===== src/rtl/erd_pkg.sv =====
// package: constants for the error-report network diagnostics block
package erd_pkg;
   localparam int ERD_MSG_BITS = 50;
   localparam int ERD_TYPE_W = 5;
   localparam int ERD_LOC_W = 16;
   localparam int ERD_PAR_W = 4;
   localparam logic [4:0] ERD_TYPE_NOOP = 5'h00;
   localparam logic [4:0] ERD_TYPE_ERE = 5'h1b;
   localparam logic [4:0] ERD_TYPE_UCA = 5'h1f;
   localparam logic [4:0] ERD_TYPE_PARITY = 5'h1a;
   localparam logic [4:0] ERD_TYPE_TIMEOUT = 5'h14;
   localparam int ERD_PERM_WIN_NS = 100000;
   localparam int ERD_CLK_NS = 10;
   localparam int ERD_PERM_WIN_CYC = ERD_PERM_WIN_NS / ERD_CLK_NS;
   localparam int ERD_TRANS_WAIT_NS = 2000;
   localparam int ERD_TRANS_WAIT_CYC = ERD_TRANS_WAIT_NS / ERD_CLK_NS;
   localparam int ERD_BUS_TO_NS = 2560;
   localparam int ERD_BUS_TO_CYC = ERD_BUS_TO_NS / ERD_CLK_NS;
   localparam logic [3:0] ERD_IAC_REG_LOGICAL = 4'h2;
   typedef enum logic [1:0] {ERD_IDLE, ERD_COPY1, ERD_COPY2, ERD_WAIT} erd_state_t;
endpackage


===== src/rtl/erd_diag.sv =====
// error-report network diagnostics and fault-tolerant self-test logic
//////////////////////////////////////////////////////////////////////////////
`timescale 1ns/1ps
module erd_diag import erd_pkg::*; #(
   parameter int PERM_WIN_CYC = ERD_PERM_WIN_CYC,
   parameter int NPAR = ERD_PAR_W
) (
   input wire logic sys_clk,
   input wire logic rst_b,
   input wire logic is_checker,
   input wire logic [ERD_LOC_W-1:0] own_loc,
   input wire logic rx_bit,
   input wire logic rx_valid,
   input wire logic path_b_bit,
   input wire logic cfg_wr,
   input wire logic [3:0] cfg_iac_type,
   input wire logic cfg_access_mode,
   input wire logic cfg_from_own_module,
   input wire logic cfg_test_en,
   input wire logic [NPAR-1:0] cfg_parity_test,
   input wire logic sel_access,
   input wire logic [1:0] toggle_bits,
   input wire logic [NPAR-1:0] bus_parity_check_input,
   input wire logic [NPAR-1:0] bus_parity_calc,
   input wire logic parity_sample,
   input wire logic test_report_cmd,
   input wire logic [31:0] test_type_pattern,
   input wire logic log_valid,
   input wire logic log_sw_write,
   input wire logic retry_start,
   input wire logic ap_read_req,
   input wire logic ap_read_claimed,
   input wire logic frc_mismatch,
   output logic [1:0] bus_error_report_line,
   output logic [1:0] module_error_report_line,
   output logic origin_flag,
   output logic testing_enable,
   output logic dummy_op,
   output logic bad_access_indication,
   output logic frc_error,
   output logic report_err,
   output logic [ERD_TYPE_W-1:0] last_type,
   output logic permanent
);
   localparam int LW = ERD_TYPE_W + ERD_LOC_W + 2;
   localparam int CW = $clog2(ERD_MSG_BITS + 1);
   localparam int WW = $clog2(PERM_WIN_CYC + 1);
   localparam int TW = $clog2(ERD_TRANS_WAIT_CYC + 1);
   localparam int BW = $clog2(ERD_BUS_TO_CYC + 1);

   function automatic logic [ERD_TYPE_W-1:0] prio_type(input logic [31:0] p);
      logic [ERD_TYPE_W-1:0] t;
      t = ERD_TYPE_NOOP;
      for (int i = 0; i < 32; i++) begin
         if (p[i]) begin
            t = ERD_TYPE_W'(i);
         end
      end
      return t;
   endfunction

   function automatic logic msg_parity(input logic [LW-3:0] f);
      return ^f;
   endfunction

   //////////////////////////////////////////////////////////////////////////
   // receive: two copies of one report, each type+loc+parity+invalid
   logic [LW-1:0] shreg;
   logic [LW-1:0] copy1;
   logic [CW-1:0] bitcnt;
   logic copy_sel;
   logic path_mis;
   logic copy_done;
   logic c1_ok;
   logic c2_ok;
   logic both_bad;
   logic [LW-1:0] next_shreg;

   assign next_shreg = {shreg[LW-2:0], rx_bit};
   assign copy_done = rx_valid && bitcnt == CW'(LW - 1);

   always_ff @(posedge sys_clk or negedge rst_b) begin
      if (!rst_b) begin
         shreg <= '0;
         bitcnt <= '0;
         copy_sel <= 1'b0;
         copy1 <= '0;
         path_mis <= 1'b0;
      end else if (rx_valid) begin
         shreg <= next_shreg;
         // disagreement of the second internal path counts as line error
         // kept across both copies, cleared only once the pair is judged
         path_mis <= !(copy_done && copy_sel) && (path_mis || (rx_bit ^ path_b_bit));
         if (copy_done) begin
            bitcnt <= '0;
            copy_sel <= ~copy_sel;
            if (!copy_sel) begin
               copy1 <= next_shreg;
            end
         end else begin
            bitcnt <= bitcnt + 1'b1;
         end
      end
   end

   // parity sits just above the invalid marker; copies must agree
   logic p_ok1;
   logic p_ok2;
   logic copies_eq;
   logic msg_err;
   logic in_invalid;
   assign p_ok1 = msg_parity(copy1[LW-1:2]) == copy1[1];
   assign p_ok2 = msg_parity(next_shreg[LW-1:2]) == next_shreg[1];
   assign copies_eq = copy1[LW-1:1] == next_shreg[LW-1:1];
   assign msg_err = !p_ok1 || !p_ok2 || !copies_eq || path_mis || (rx_bit ^ path_b_bit);
   assign in_invalid = next_shreg[0];
   assign c1_ok = p_ok1;
   assign c2_ok = p_ok2;
   assign both_bad = !c1_ok && !c2_ok;
   logic pair_done;
   assign pair_done = copy_done && copy_sel;

   //////////////////////////////////////////////////////////////////////////
   // relay marking and origin flag
   logic relay_invalid;
   always_ff @(posedge sys_clk or negedge rst_b) begin
      if (!rst_b) begin
         origin_flag <= 1'b0;
         relay_invalid <= 1'b0;
         report_err <= 1'b0;
      end else if (pair_done) begin
         report_err <= msg_err;
         relay_invalid <= msg_err;
         if (msg_err && !in_invalid) begin
            origin_flag <= 1'b1;
         end
      end else if (retry_start) begin
         origin_flag <= 1'b0;
      end
   end

   //////////////////////////////////////////////////////////////////////////
   // classification: permanent window, consecutive reporting errors
   logic [WW-1:0] win_cnt;
   logic [ERD_LOC_W-1:0] last_ere_loc;
   logic [ERD_LOC_W-1:0] rx_loc;
   logic [ERD_TYPE_W-1:0] rx_type;
   logic is_ere;
   assign rx_loc = next_shreg[LW-1-ERD_TYPE_W -: ERD_LOC_W];
   assign rx_type = next_shreg[LW-1 -: ERD_TYPE_W];
   assign is_ere = rx_type == ERD_TYPE_ERE;
   always_ff @(posedge sys_clk or negedge rst_b) begin
      if (!rst_b) begin
         win_cnt <= '0;
         last_ere_loc <= '0;
         permanent <= 1'b0;
         last_type <= ERD_TYPE_NOOP;
      end else if (pair_done && !both_bad) begin
         last_type <= c2_ok ? rx_type : copy1[LW-1 -: ERD_TYPE_W];
         if (is_ere) begin
            permanent <= win_cnt != '0 && rx_loc == last_ere_loc;
            last_ere_loc <= rx_loc;
            win_cnt <= WW'(PERM_WIN_CYC);
         end else begin
            permanent <= 1'b0;
         end
      end else if (win_cnt != '0) begin
         win_cnt <= win_cnt - 1'b1;
      end
   end

   //////////////////////////////////////////////////////////////////////////
   // report generation: skip retry, wait transient period (error reports only), then send
   erd_state_t state;
   logic [TW-1:0] wait_cnt;
   logic [ERD_TYPE_W-1:0] tx_type;
   logic [LW-1:0] tx_msg;
   logic [CW-1:0] tx_cnt;
   logic split;
   always_ff @(posedge sys_clk or negedge rst_b) begin
      if (!rst_b) begin
         state <= ERD_IDLE;
         wait_cnt <= '0;
         tx_type <= ERD_TYPE_NOOP;
      end else begin
         unique case (state)
            ERD_IDLE: begin
               if (pair_done && msg_err) begin
                  // two reporting errors in a row: break the loop
                  tx_type <= (last_type == ERD_TYPE_ERE) ? ERD_TYPE_UCA : ERD_TYPE_ERE;
                  wait_cnt <= TW'(ERD_TRANS_WAIT_CYC);
                  state <= ERD_WAIT;
               end else if (test_report_cmd && testing_enable) begin
                  tx_type <= prio_type(test_type_pattern);
                  // one cycle in wait lets the frame pick up the new type
                  wait_cnt <= '0;
                  state <= ERD_WAIT;
               end
            end
            ERD_WAIT: begin
               if (wait_cnt == '0) begin
                  state <= ERD_COPY1;
               end else begin
                  wait_cnt <= wait_cnt - 1'b1;
               end
            end
            ERD_COPY1: begin
               if (tx_cnt == CW'(LW - 1)) begin
                  state <= ERD_COPY2;
               end
            end
            ERD_COPY2: begin
               if (tx_cnt == CW'(LW - 1)) begin
                  state <= ERD_IDLE;
               end
            end
         endcase
      end
   end

   logic [LW-1:0] tx_frame;
   // originator clears the invalid marker
   assign tx_frame = {tx_type, own_loc, msg_parity({tx_type, own_loc}), 1'b0};
   always_ff @(posedge sys_clk or negedge rst_b) begin
      if (!rst_b) begin
         tx_cnt <= '0;
         tx_msg <= '0;
      end else if (state == ERD_COPY1 || state == ERD_COPY2) begin
         tx_cnt <= (tx_cnt == CW'(LW - 1)) ? '0 : tx_cnt + 1'b1;
         if (state == ERD_COPY1 && tx_cnt == CW'(LW - 1)) begin
            // second copy restarts from a fresh frame, not the emptied shifter
            tx_msg <= tx_frame;
         end else begin
            tx_msg <= {tx_msg[LW-2:0], 1'b0};
         end
      end else begin
         tx_cnt <= '0;
         tx_msg <= tx_frame;
      end
   end

   // split drive latches on fault conditions until the next report with at least one good copy
   always_ff @(posedge sys_clk or negedge rst_b) begin
      if (!rst_b) begin
         split <= 1'b0;
      end else if ((pair_done && both_bad) || (retry_start && !log_valid)
                   || (log_sw_write && !log_valid)) begin
         split <= 1'b1;
      end else if (pair_done) begin
         split <= 1'b0;
      end
   end

   logic tx_bit;
   logic sending;
   assign sending = state == ERD_COPY1 || state == ERD_COPY2;
   assign tx_bit = sending && tx_msg[LW-1];
   always_ff @(posedge sys_clk or negedge rst_b) begin
      if (!rst_b) begin
         bus_error_report_line <= 2'h0;
         module_error_report_line <= 2'h0;
      end else begin
         // relayed marker set on both lines of both networks
         bus_error_report_line[0] <= (tx_bit && !(split && is_checker)) ||
                                     (rx_valid && relay_invalid);
         bus_error_report_line[1] <= (tx_bit && !(split && !is_checker)) ||
                                     (rx_valid && relay_invalid);
         module_error_report_line <= {2{tx_bit || (rx_valid && relay_invalid)}};
      end
   end

   //////////////////////////////////////////////////////////////////////////
   // access selection and testing enable
   logic access_ok;
   logic selected;
   assign access_ok = cfg_access_mode && !cfg_from_own_module;
   assign selected = !access_ok || toggle_bits != 2'h0 || sel_access;
   always_ff @(posedge sys_clk or negedge rst_b) begin
      if (!rst_b) begin
         testing_enable <= 1'b0;
         dummy_op <= 1'b0;
      end else begin
         dummy_op <= cfg_wr && cfg_iac_type == ERD_IAC_REG_LOGICAL && !selected;
         if (cfg_wr && cfg_iac_type == ERD_IAC_REG_LOGICAL && selected) begin
            testing_enable <= cfg_test_en;
         end else if (state == ERD_IDLE && test_report_cmd && testing_enable) begin
            testing_enable <= 1'b0;
         end
      end
   end

   //////////////////////////////////////////////////////////////////////////
   // forced parity and comparator self-test
   logic [NPAR-1:0] chk_eff;
   assign chk_eff = bus_parity_check_input ^ (testing_enable ? cfg_parity_test : '0);
   // a real error on a tested input cancels the forced one; accepted loss
   always_ff @(posedge sys_clk or negedge rst_b) begin
      if (!rst_b) begin
         frc_error <= 1'b0;
      end else begin
         frc_error <= (parity_sample && chk_eff != bus_parity_calc) ||
                      (testing_enable && frc_mismatch);
      end
   end

   //////////////////////////////////////////////////////////////////////////
   // bus time-out on unclaimed read
   logic [BW-1:0] to_cnt;
   always_ff @(posedge sys_clk or negedge rst_b) begin
      if (!rst_b) begin
         to_cnt <= '0;
         bad_access_indication <= 1'b0;
      end else begin
         bad_access_indication <= 1'b0;
         if (ap_read_req && !ap_read_claimed) begin
            if (to_cnt == BW'(ERD_BUS_TO_CYC - 1)) begin
               bad_access_indication <= 1'b1;
               to_cnt <= '0;
            end else begin
               to_cnt <= to_cnt + 1'b1;
            end
         end else begin
            to_cnt <= '0;
         end
      end
   end

   chk_send_twice: assert property (@(posedge sys_clk) disable iff (!rst_b)
      state == ERD_COPY1 && tx_cnt == CW'(LW - 1) |=> state == ERD_COPY2)
      else $error("report not repeated");
   chk_origin_flag: assert property (@(posedge sys_clk) disable iff (!rst_b)
      pair_done && msg_err && !in_invalid |=> origin_flag && relay_invalid)
      else $error("origin flag not set");
   chk_no_flag: assert property (@(posedge sys_clk) disable iff (!rst_b)
      pair_done && msg_err && in_invalid && !origin_flag |=> !origin_flag)
      else $error("origin flag set wrongly");
   chk_wait_first: assert property (@(posedge sys_clk) disable iff (!rst_b)
      state == ERD_IDLE && pair_done && msg_err |=> state == ERD_WAIT)
      else $error("no transient wait");
   chk_loop_break: assert property (@(posedge sys_clk) disable iff (!rst_b)
      state == ERD_IDLE && pair_done && msg_err && last_type == ERD_TYPE_ERE
      |=> tx_type == ERD_TYPE_UCA)
      else $error("loop not broken");
   chk_te_clear: assert property (@(posedge sys_clk) disable iff (!rst_b)
      state == ERD_IDLE && test_report_cmd && testing_enable && !cfg_wr |=> !testing_enable)
      else $error("testing enable kept");
   chk_force_par: assert property (@(posedge sys_clk) disable iff (!rst_b)
      testing_enable && parity_sample && cfg_parity_test != '0 &&
      bus_parity_check_input == bus_parity_calc |=> frc_error)
      else $error("forced parity missed");
   chk_split_drv: assert property (@(posedge sys_clk) disable iff (!rst_b)
      split && is_checker && sending |=> !bus_error_report_line[0] || $past(rx_valid))
      else $error("checker drove line zero");
endmodule


===== config.mk =====
export PLATFORM = sky130hd
export DESIGN_NAME = erd_diag
export DESIGN_NICKNAME = d
export VERILOG_FILES = /design/src/rtl/erd_pkg.sv /design/src/rtl/erd_diag.sv
export SDC_FILE = /design/constraint.sdc
export NUM_CORES = 1
export LEC_CHECK = 0
export BUFFER_PORTS_ARGS = -buffer_cell sky130_fd_sc_hd__buf_2
export CAP_MARGIN = 10
export CELL_PAD_IN_SITES_DETAIL_PLACEMENT = 1
export CELL_PAD_IN_SITES_GLOBAL_PLACEMENT = 2
export CORE_MARGIN = 4
export CORE_UTILIZATION = 30
export CTS_BUF_LIST = sky130_fd_sc_hd__clkbuf_8
export DETAILED_ROUTE_END_ITERATION = 10
export PLACE_DENSITY_LB_ADDON = 0.12
export SYNTH_ARGS = -nofsm -noshare
export SYNTH_HDL_FRONTEND = slang
export SYNTH_SLANG_ARGS = --single-unit

===== constraint.sdc =====
create_clock -name sys_clk -period 2.91 [get_ports sys_clk]
set_input_delay 0 -clock sys_clk [delete_from_list [all_inputs] [get_ports sys_clk]]
set_output_delay 0 -clock sys_clk [all_outputs]
set_load 0.1 [all_outputs]

==> impl_metrics.env, run 1 <==
export IMPL_power_frac_comb=0.521
export IMPL_synthMuxAreaShare=0.0946
export IMPL_arrival_ns=3.16
export IMPL_crit_path_end_kind="register"
export IMPL_die_w_um=170
export IMPL_yosysWarnings=0
export IMPL_core_um2=25500
export IMPL_p_seq_frac=0.308
export IMPL_r2r_slack_ns=0.15
export IMPL_ys_seq_area_frac=0.479
export IMPL_cts_tree="yes"
export IMPL_cp_num_buf_inv=0
export IMPL_hold_viol_final=0
export IMPL_switching_share=0.414
export IMPL_synth_top_area_share=0.479
export IMPL_overflow=0
export IMPL_fp_dieH_um=170
export IMPL_tns_ns=0
export IMPL_pwr_share_clk=0.171
export IMPL_yosys_area_share_simple=0.146
export IMPL_synth_top_cells_by_area="dfrtp_1 (48%), xnor2_1 (10%), mux2_2 (9.3%)"
export IMPL_grt_antenna_before_repair=0
export IMPL_synth_cells=762
export IMPL_drv_cap=0
export IMPL_worst_setup_path_type="register to register"
export IMPL_htreeDepth=4
export IMPL_grt_pass1_vias=6618
export IMPL_finClkSkew_ns=0.0156
export IMPL_synth_xor_area_frac=0.146
export IMPL_cp_depth=9
export IMPL_power_density_nw_per_um2=1080
export IMPL_wl_um=20900
export IMPL_cp_startpoint="shreg[3]"
export IMPL_switchingPower_uw=4400
export IMPL_worstRegToRegCells=9
export IMPL_drc=0
export IMPL_clock_latency_ns=0.46
export IMPL_hold_class="input pin to register"
export IMPL_synthAdderAreaFrac=0.0239
export IMPL_firstDrtPassIters=4
export IMPL_design_area_um2=9810
export IMPL_required_ns=3.31
export IMPL_syn_num_nets=862
export IMPL_ys_async_sr_fraction=1.00
export IMPL_dieArea_um2=28800
export IMPL_synthTopCellsByCount="dfrtp_1 (150), xnor2_1 (94), nand2_1 (92), mux2_2 (65), nor2_1 (63)"
export IMPL_max_stage_delay_ns=0.43
export IMPL_post_dp_hpwl_um=15300
export IMPL_leakage_uw=0.00445
export IMPL_path_cells="xor2_1 > xnor2_1 > xnor2_2 > xor3_2 > o311a_1 > o31a_2 > and3_4 > o21ai_2 > o211a_1"
export IMPL_critPathCapture="wait_cnt[7]"
export IMPL_avgSynthCellArea_um2=10.3
export IMPL_clock_sinks=150
export IMPL_synth_most_common_cell="dfrtp_1"
export IMPL_synth_ff_type="dfrtp_1"
export IMPL_grt_max_degree=61
export IMPL_num_vias=6018
export IMPL_synth_top_family_by_area="simple AND/OR/NAND/NOR gates"
export IMPL_clkSlewWorstSetupHoldPaths_ns=0.09
export IMPL_vdd_drop_max_mv=0.787
export IMPL_synth_distinct_cells=55
export IMPL_crit_path_top_delay_cell="xor3_2"
export IMPL_path_delay_family="XOR/XNOR gates"
export IMPL_drive_gt1_frac=0.270
export IMPL_synth_edf_count=0
export IMPL_cts_inserted_buffers=17
export IMPL_clockBufferDepth=2
export IMPL_io_pins=101
export IMPL_wl_per_cell_um=16.5
export IMPL_drt_iter0_drc=214
export IMPL_nNetsFinal=1027
export IMPL_synth_compound_area_share=0.0723
export IMPL_area_delta_synth_final_pct=25.1
export IMPL_final_cells=1270
export IMPL_power_internal_uw=6220
export IMPL_ant_nets=0
export IMPL_place_area_um2=8870
export IMPL_outcome="finished, final reports clean"
export IMPL_cp_max_fo=12
export IMPL_r2r_end="wait_cnt[7]"
export IMPL_synth_top_cell_by_area="dfrtp_1"
export IMPL_cts_root_buf="clkbuf_8"
export IMPL_vias_per_cell=4.74
export IMPL_worst_slew_pin_slew_ns=0.618
export IMPL_grt_pass1_wl_um=34300
export IMPL_r2r_start="shreg[3]"
export IMPL_crit_path_start_kind="register"
export IMPL_grt_total_usage=0.149
export IMPL_finalMaxSlewViolations=0
export IMPL_place_inst=1193
export IMPL_rows=58
export IMPL_finalSetupViolCount=0
export IMPL_layout_min_cycle_time_ns=2.76
export IMPL_yosys_register_bits=150
export IMPL_gp_routability_congestion=0.768
export IMPL_num_antenna_cells=0
export IMPL_finalCritPeriodShare=0.950
export IMPL_syn_area_um2=7840
export IMPL_fmax_mhz=362
export IMPL_port_buffers=99
export IMPL_slew_headroom=0.588
export IMPL_start_util=0.308
## timing repair
| action | in CTS | in global routing |
|---|---|---|
| pin swaps | 1 | 5 |
| endpoints found under the hold margin | 97 | 0 |
| setup buffers | 1 | 1 |
| hold buffers | 43 | 0 |
| gates resized for setup | 1 | 9 |
| endpoints found under the setup margin | 1 | 12 |
## cell usage in the layout, fill, tap and decap left out, types with 6 or more instances in the layout
cell type / count
inv_1: 29
xor2_1: 31
inv_6: 6
mux2_2: 65
ha_1: 15
xnor2_1: 89
nor3_1: 15
nor2_1: 62
a31oi_1: 9
nand3_1: 16
nor4_1: 6
dlygate4sd3_1: 43
buf_4: 39
nand4_1: 14
o21ai_0: 28
a21oi_1: 19
dfrtp_1: 150
nand2b_1: 9
nand2_1: 92
clkbuf_8: 17
buf_2: 98
## worst min path at each step
stage | slack [ns] | startpoint | endpoint | cells after the start
after floorplan | -0.30 | rst_b | bad_access_indication | 0
after detailed placement | 0.03 | rst_b | bitcnt[2] | 1
after global routing | 0.06 | test_type_pattern[29] | tx_type[2] | 4
after CTS | 0.008 | test_type_pattern[21] | tx_type[3] | 6
after global placement | 0.005 | rst_b | bitcnt[2] | 1
final | 0.03 | test_type_pattern[21] | tx_type[3] | 6
## cell families after synthesis
group / after synthesis
DFF: 150
and+or+nand+nor: 247
xor gates and xnor gates: 127
AOI/OAI and AO/OA: 91
adders and majority gates: 15
buffers and inverters: 66
muxes: 66
## registers in the layout, indices dropped and copies added (netlist names), 6 cells and up
| signal | flops |
|---|---|
| tx_cnt | 6 |
| shreg | 22 |
| win_cnt | 14 |
| bitcnt | 6 |
| to_cnt | 9 |
| wait_cnt | 8 |
| last_ere_loc | 16 |
| copy1 | 22 |
| tx_msg | 22 |
## layout make-up
class,instances,area (um^2)
inverter,29,109
fill,2879,15700
clock buffer,17,234
timing repair buffer,183,1260
multi-input combinational,546,3840
tap,330,413
sequential,150,3750
clock inverter,15,205
## power by group through the flow
stage | combinational (uW) | clock (uW) | sequential (uW)
global route | 6040 | 2000 | 3370
global placement | 5200 | 0 | 3270
CTS | 5470 | 1890 | 3280
finish | 5530 | 1820 | 3280
floorplan | 3600 | 0 | 3560
detailed placement | 5320 | 0 | 3320
## metal layers
metal  share of wire  global-route usage  wire (um)  vias up
met3           0.035              0.0238        727       16
met5               0                   0          0        -
li1                -                   -          -     2910
met4           0.011              0.0399        234        0
met2            0.49               0.255      10300       80
met1            0.46               0.195       9720     3012
## tightest hold or removal path: stages
cell     delay, ns
buf_2         0.09
nor2_1        0.05
nand2_1       0.08
nor2_1        0.06
o21ai_0       0.07
a31oi_1       0.09
## metrics by stage
stage               hold WS (ns)  power, uW  setup slack [ns]  utilization
CTS                      0.00751      10600            0.0197        0.383
global route              0.0574      11400          -0.00150        0.385
floorplan                 -0.296       7160            0.0828            -
finish                    0.0291      10600             0.145        0.385
detailed placement        0.0305       8640            0.0157        0.348
global placement         0.00508       8470             0.106        0.348
Power figures use the tool's default switching activity.
==> run 2: changes to the inputs <==
==> constraint.sdc (replaced) <==
create_clock -name sys_clk -period 2.3 [get_ports sys_clk]
set_input_delay 0 -clock sys_clk [delete_from_list [all_inputs] [get_ports sys_clk]]
set_output_delay 0 -clock sys_clk [all_outputs]
set_load 0.1 [all_outputs]
==> impl_metrics.env, run 2 (synthesized netlist as in run 1, its figures left out) <==
export IMPL_outcome="finished with violations"
export IMPL_violations="negative setup slack"
export IMPL_area_delta_synth_final_pct=34.6
export IMPL_fp_dieH_um=170
export IMPL_wl_um=21600
export IMPL_firstDrtPassIters=4
export IMPL_worst_slew_pin_slew_ns=0.762
export IMPL_wl_per_cell_um=16.4
export IMPL_start_util=0.308
export IMPL_use_met3=0.0282
export IMPL_hold_viol_final=0
export IMPL_clock_sinks=150
export IMPL_finalCritPeriodShare=1.22
export IMPL_post_dp_hpwl_um=15500
export IMPL_cts_inserted_buffers=17
export IMPL_dieArea_um2=28800
export IMPL_leakage_uw=0.00486
export IMPL_required_ns=2.61
export IMPL_worst_path_most_repeated_cell="xnor2_1"
export IMPL_cp_max_fo=7
export IMPL_use_met1=0.196
export IMPL_finClkSkew_ns=0.0165
export IMPL_clock_latency_ns=0.44
export IMPL_die_w_um=170
export IMPL_finalSetupViolCount=53
export IMPL_slew_headroom=0.492
export IMPL_path_cells="xnor2_1 > xnor2_1 > xnor2_1 > xnor3_2 > o311a_4 > o31a_1 > nand4b_1 > xor2_1 > nor2_1"
export IMPL_worst_setup_path_type="register to register"
export IMPL_hold_class="input pin to register"
export IMPL_setup_slack_ns=-0.505
export IMPL_power_density_nw_per_um2=1400
export IMPL_cts_tree="yes"
export IMPL_drive_gt1_frac=0.362
export IMPL_layout_common_cells="dfrtp_1 (150), buf_2 (98), xnor2_1 (90), buf_4 (71), nand2_1 (66)"
export IMPL_drt_iter0_drc=225
export IMPL_gr_usage_met2=0.253
export IMPL_gp_routability_congestion=0.767
export IMPL_num_vias=6290
export IMPL_grt_setup_unrepaired="yes"
export IMPL_clkSlewWorstSetupHoldPaths_ns=0.09
export IMPL_arrival_ns=3.12
export IMPL_rows=58
export IMPL_max_stage_delay_ns=0.53
export IMPL_grt_antenna_before_repair=0
export IMPL_nNetsFinal=1078
export IMPL_top_regs="copy1 (22), shreg (22), tx_msg (22)"
export IMPL_num_antenna_cells=0
export IMPL_cts_root_buf="clkbuf_8"
export IMPL_grt_busiest_layer="met2"
export IMPL_overflow=0
export IMPL_grt_pass1_wl_um=34400
export IMPL_grt_pass1_vias=6721
export IMPL_ant_nets=0
export IMPL_mostFrequentLayoutCell="dfrtp_1"
export IMPL_layout_min_cycle_time_ns=2.80
export IMPL_port_buffers=99
export IMPL_fmax_mhz=357
export IMPL_drc=0
export IMPL_drv_cap=0
export IMPL_grt_total_usage=0.149
export IMPL_htreeDepth=4
export IMPL_finalMaxSlewViolations=0
export IMPL_crit_path_end_kind="register"
export IMPL_grt_max_degree=78
export IMPL_crit_path_start_kind="register"
export IMPL_vdd_drop_max_mv=1.38
export IMPL_fillers=2838
export IMPL_io_pins=101
export IMPL_crit_path_top_delay_cell="xnor3_2"
export IMPL_clockBufferDepth=2
export IMPL_vias_per_cell=4.77
export IMPL_p_total_uw=14800
export IMPL_core_um2=25500
export IMPL_hold_ws_ns=0.0232
## run 2: cell type report
cell class              count  area, um^2  area share
clock buffers              18         248      0.0235
clock inverters            13         146      0.0139
inverters                  29         109      0.0103
multi-input cells         546        4120       0.390
flip-flops and latches    150        3750       0.356
well taps                 330         413      0.0391
repair buffers            234        1770       0.167
## run 2: routing by layer
| metal | wire length, um | part of all wire |
|---|---|---|
| met1 | 9800 | 0.45 |
| met2 | 11000 | 0.51 |
| met3 | 623 | 0.029 |
| met4 | 189 | 0.0088 |
| met5 | 0 | 0 |
## run 2: what timing repair did
item	CTS	global route
gates resized for setup	7	109
pin swaps	4	49
hold buffers	43	0
gates cloned	0	2
buffers inserted	1	15
setup endpoints to repair	53	53
hold endpoints to repair	106	0
## run 2: final timing paths
check,from,endpoint,slack [ns],cells after the start
worst max-delay path,copy1[13],wait_cnt[4],-0.50,9
worst min-delay path,test_type_pattern[18],tx_type[3],0.02,5
worst max register to register,copy1[13],wait_cnt[4],-0.50,9
worst min register to register,to_cnt[8],bad_access_indication,0.47,1
max in group asynchronous,rst_b,win_cnt[9],1.30,3
min in group asynchronous,rst_b,bitcnt[4],0.15,2
## run 2: through the flow
step | TNS [ns] | area, um^2 | std cells | setup WS [ns] | util
floorplan | -9.26 | 7870 | 762 | -0.403 | -
global placement | -11.83 | 9190 | 1228 | -0.376 | 0.361
detailed placement | -15.35 | 9190 | 1228 | -0.471 | 0.361
CTS | -15.57 | 10000 | 1303 | -0.470 | 0.394
global route | -24.33 | 10600 | 1320 | -0.572 | 0.414
finish | -18.74 | 10600 | 1320 | -0.505 | 0.414
## run 2: worst max-delay path, delay by kind of cell, from the launching register on
kind	cells	cell delay [ns]
xor+xnor	5	1.31
compound gates	2	0.72
flops	1	0.43
simple gates	2	0.22
## run 2: where the power goes
group | internal [uW] | switching, uW | total [uW]
sequential | 3460 | 680 | 4140
combinational | 4190 | 4390 | 8580
clock | 998 | 1070 | 2070
==> run 3: changes to the inputs <==
--- a/config.mk
+++ b/config.mk
@@ -14,6 +14,7 @@
 export CTS_BUF_LIST = sky130_fd_sc_hd__clkbuf_8
 export DETAILED_ROUTE_END_ITERATION = 10
 export PLACE_DENSITY_LB_ADDON = 0.12
+export SKIP_LAST_GASP = 1
 export SYNTH_ARGS = -nofsm -noshare
 export SYNTH_HDL_FRONTEND = slang
 export SYNTH_SLANG_ARGS = --single-unit
==> impl_metrics.env, run 3 (synthesized netlist as in run 1, its figures left out) <==
export IMPL_firstDrtPassIters=4
export IMPL_grt_setup_unrepaired="yes"
export IMPL_cp_max_fo=7
export IMPL_finalMaxSlewViolations=0
export IMPL_hold_viol_final=0
export IMPL_cts_inserted_buffers=17
export IMPL_regArea_um2=3750
export IMPL_wl_um=21600
export IMPL_drt_iter0_drc=221
export IMPL_cts_root_buf="clkbuf_8"
export IMPL_nNetsFinal=1078
export IMPL_grt_total_usage=0.149
export IMPL_num_antenna_cells=0
export IMPL_tns_ns=-18.67
export IMPL_top_regs="copy1 (22), shreg (22), tx_msg (22)"
export IMPL_grt_pass1_vias=6721
export IMPL_hold_class="input pin to register"
export IMPL_layout_min_cycle_time_ns=2.80
export IMPL_drc=0
export IMPL_fp_dieH_um=170
export IMPL_die_w_um=170
export IMPL_crit_path_end_kind="register"
export IMPL_dieArea_um2=28800
export IMPL_cp_num_buf_inv=0
export IMPL_ant_nets=0
export IMPL_drive_gt1_frac=0.361
export IMPL_grt_max_degree=78
export IMPL_slew_headroom=0.491
export IMPL_finalSetupViolCount=53
export IMPL_crit_path_top_delay_cell="xnor3_2"
export IMPL_wl_per_cell_um=16.4
export IMPL_clkSlewWorstSetupHoldPaths_ns=0.09
export IMPL_outcome="finished with violations"
export IMPL_grt_pass1_wl_um=34400
export IMPL_worst_path_most_repeated_cell="xnor2_1"
export IMPL_port_buffers=99
export IMPL_grt_antenna_before_repair=0
export IMPL_clock_sinks=150
export IMPL_finalCritPeriodShare=1.22
export IMPL_arrival_ns=3.12
export IMPL_setup_slack_ns=-0.504
export IMPL_cts_tree="yes"
export IMPL_post_dp_hpwl_um=15500
export IMPL_crit_path_start_kind="register"
export IMPL_p_total_uw=14800
export IMPL_power_density_nw_per_um2=1400
export IMPL_fillers=2837
export IMPL_gp_routability_congestion=0.767
export IMPL_rows=58
export IMPL_vdd_drop_max_mv=1.39
export IMPL_drv_cap=0
export IMPL_clockBufferDepth=2
export IMPL_num_vias=6267
export IMPL_path_cells="xnor2_1 > xnor2_1 > xnor2_1 > xnor3_2 > o311a_4 > o31a_1 > nand4b_1 > xor2_1 > nor2_1"
export IMPL_vias_per_cell=4.75
export IMPL_violations="negative setup slack"
export IMPL_worst_slew_pin_slew_ns=0.763
export IMPL_core_um2=25500
export IMPL_required_ns=2.61
export IMPL_fmax_mhz=357
export IMPL_layout_common_cells="dfrtp_1 (150), buf_2 (98), xnor2_1 (90), buf_4 (72), nand2_1 (66)"
export IMPL_htreeDepth=4
export IMPL_utilization=0.414
export IMPL_leakage_uw=0.00486
export IMPL_start_util=0.308
export IMPL_clock_latency_ns=0.44
export IMPL_mostFrequentLayoutCell="dfrtp_1"
export IMPL_finClkSkew_ns=0.0167
export IMPL_path_delay_family="XOR/XNOR gates"
export IMPL_overflow=0
export IMPL_area_delta_synth_final_pct=34.6
export IMPL_io_pins=101
export IMPL_multi_input_area_um2=4120
export IMPL_max_stage_delay_ns=0.53
export IMPL_worst_setup_path_type="register to register"
==> run 3: cell counts in the layout (fill, tap and decap cells not counted) <==
No cell type changed its count.
==> run 3: timing repair <==
| action | CTS | global route |
|---|---|---|
| endpoints found under the hold margin | 106 | 0 |
| buffers inserted | 1 | 15 |
| gates cloned | 0 | 2 |
| gates resized for setup | 7 | 106 |
| endpoints found under the setup margin | 53 | 53 |
| pin swaps | 4 | 49 |
| hold buffers | 43 | 0 |
==> run 3: metal layers <==
layer	GRT usage	vias to the layer above	part of all wire
met2	0.253	79	0.51
met4	0.0354	0	0.0088
li1	-	3008	-
met1	0.196	3163	0.45
met5	0	-	0
met3	0.0282	17	0.030
==> run 3: per-stage QoR <==
step / hold WS (ns) / setup slack [ns] / std cells / area (um^2)
2_1_floorplan: -0.296 / -0.403 / 762 / 7870
3_3_place_gp: 0.0889 / -0.376 / 1228 / 9190
3_5_place_dp: 0.107 / -0.471 / 1228 / 9190
4_1_cts: 0.00525 / -0.470 / 1303 / 10000
5_1_grt: 0.0263 / -0.572 / 1320 / 10600
6_report: 0.0233 / -0.504 / 1320 / 10600
==> run 3: worst min-delay path, cell delays in order <==
cell,delay [ns]
buf_2,0.10
or4_1,0.12
nor2_1,0.05
o21ai_0,0.07
a31oi_1,0.08
==> run 3: path summary, 6_finish.rpt <==
check,startpoint,end,slack [ns],cells after the start
hold reg to reg,to_cnt[8],bad_access_indication,0.47,1
setup / recovery,copy1[13],wait_cnt[4],-0.50,9
min in group asynchronous,rst_b,bitcnt[4],0.15,2
setup reg to reg,copy1[13],wait_cnt[4],-0.50,9
hold / removal,test_type_pattern[18],tx_type[3],0.02,5
max in group asynchronous,rst_b,win_cnt[9],1.30,3
==> run 3: report_power, final <==
part | internal, uW | switching, uW
Sequential | 3460 | 678
Clock | 998 | 1070
Combinational | 4180 | 4380
Total | 8640 | 6130
==> run 3: cell type report <==
cell class,count,share of cell area
clock inverters,13,0.0139
clock buffers,18,0.0235
multi-input cells,546,0.390
well taps,330,0.0391
repair buffers,234,0.167
flip-flops and latches,150,0.356
inverters,29,0.0103
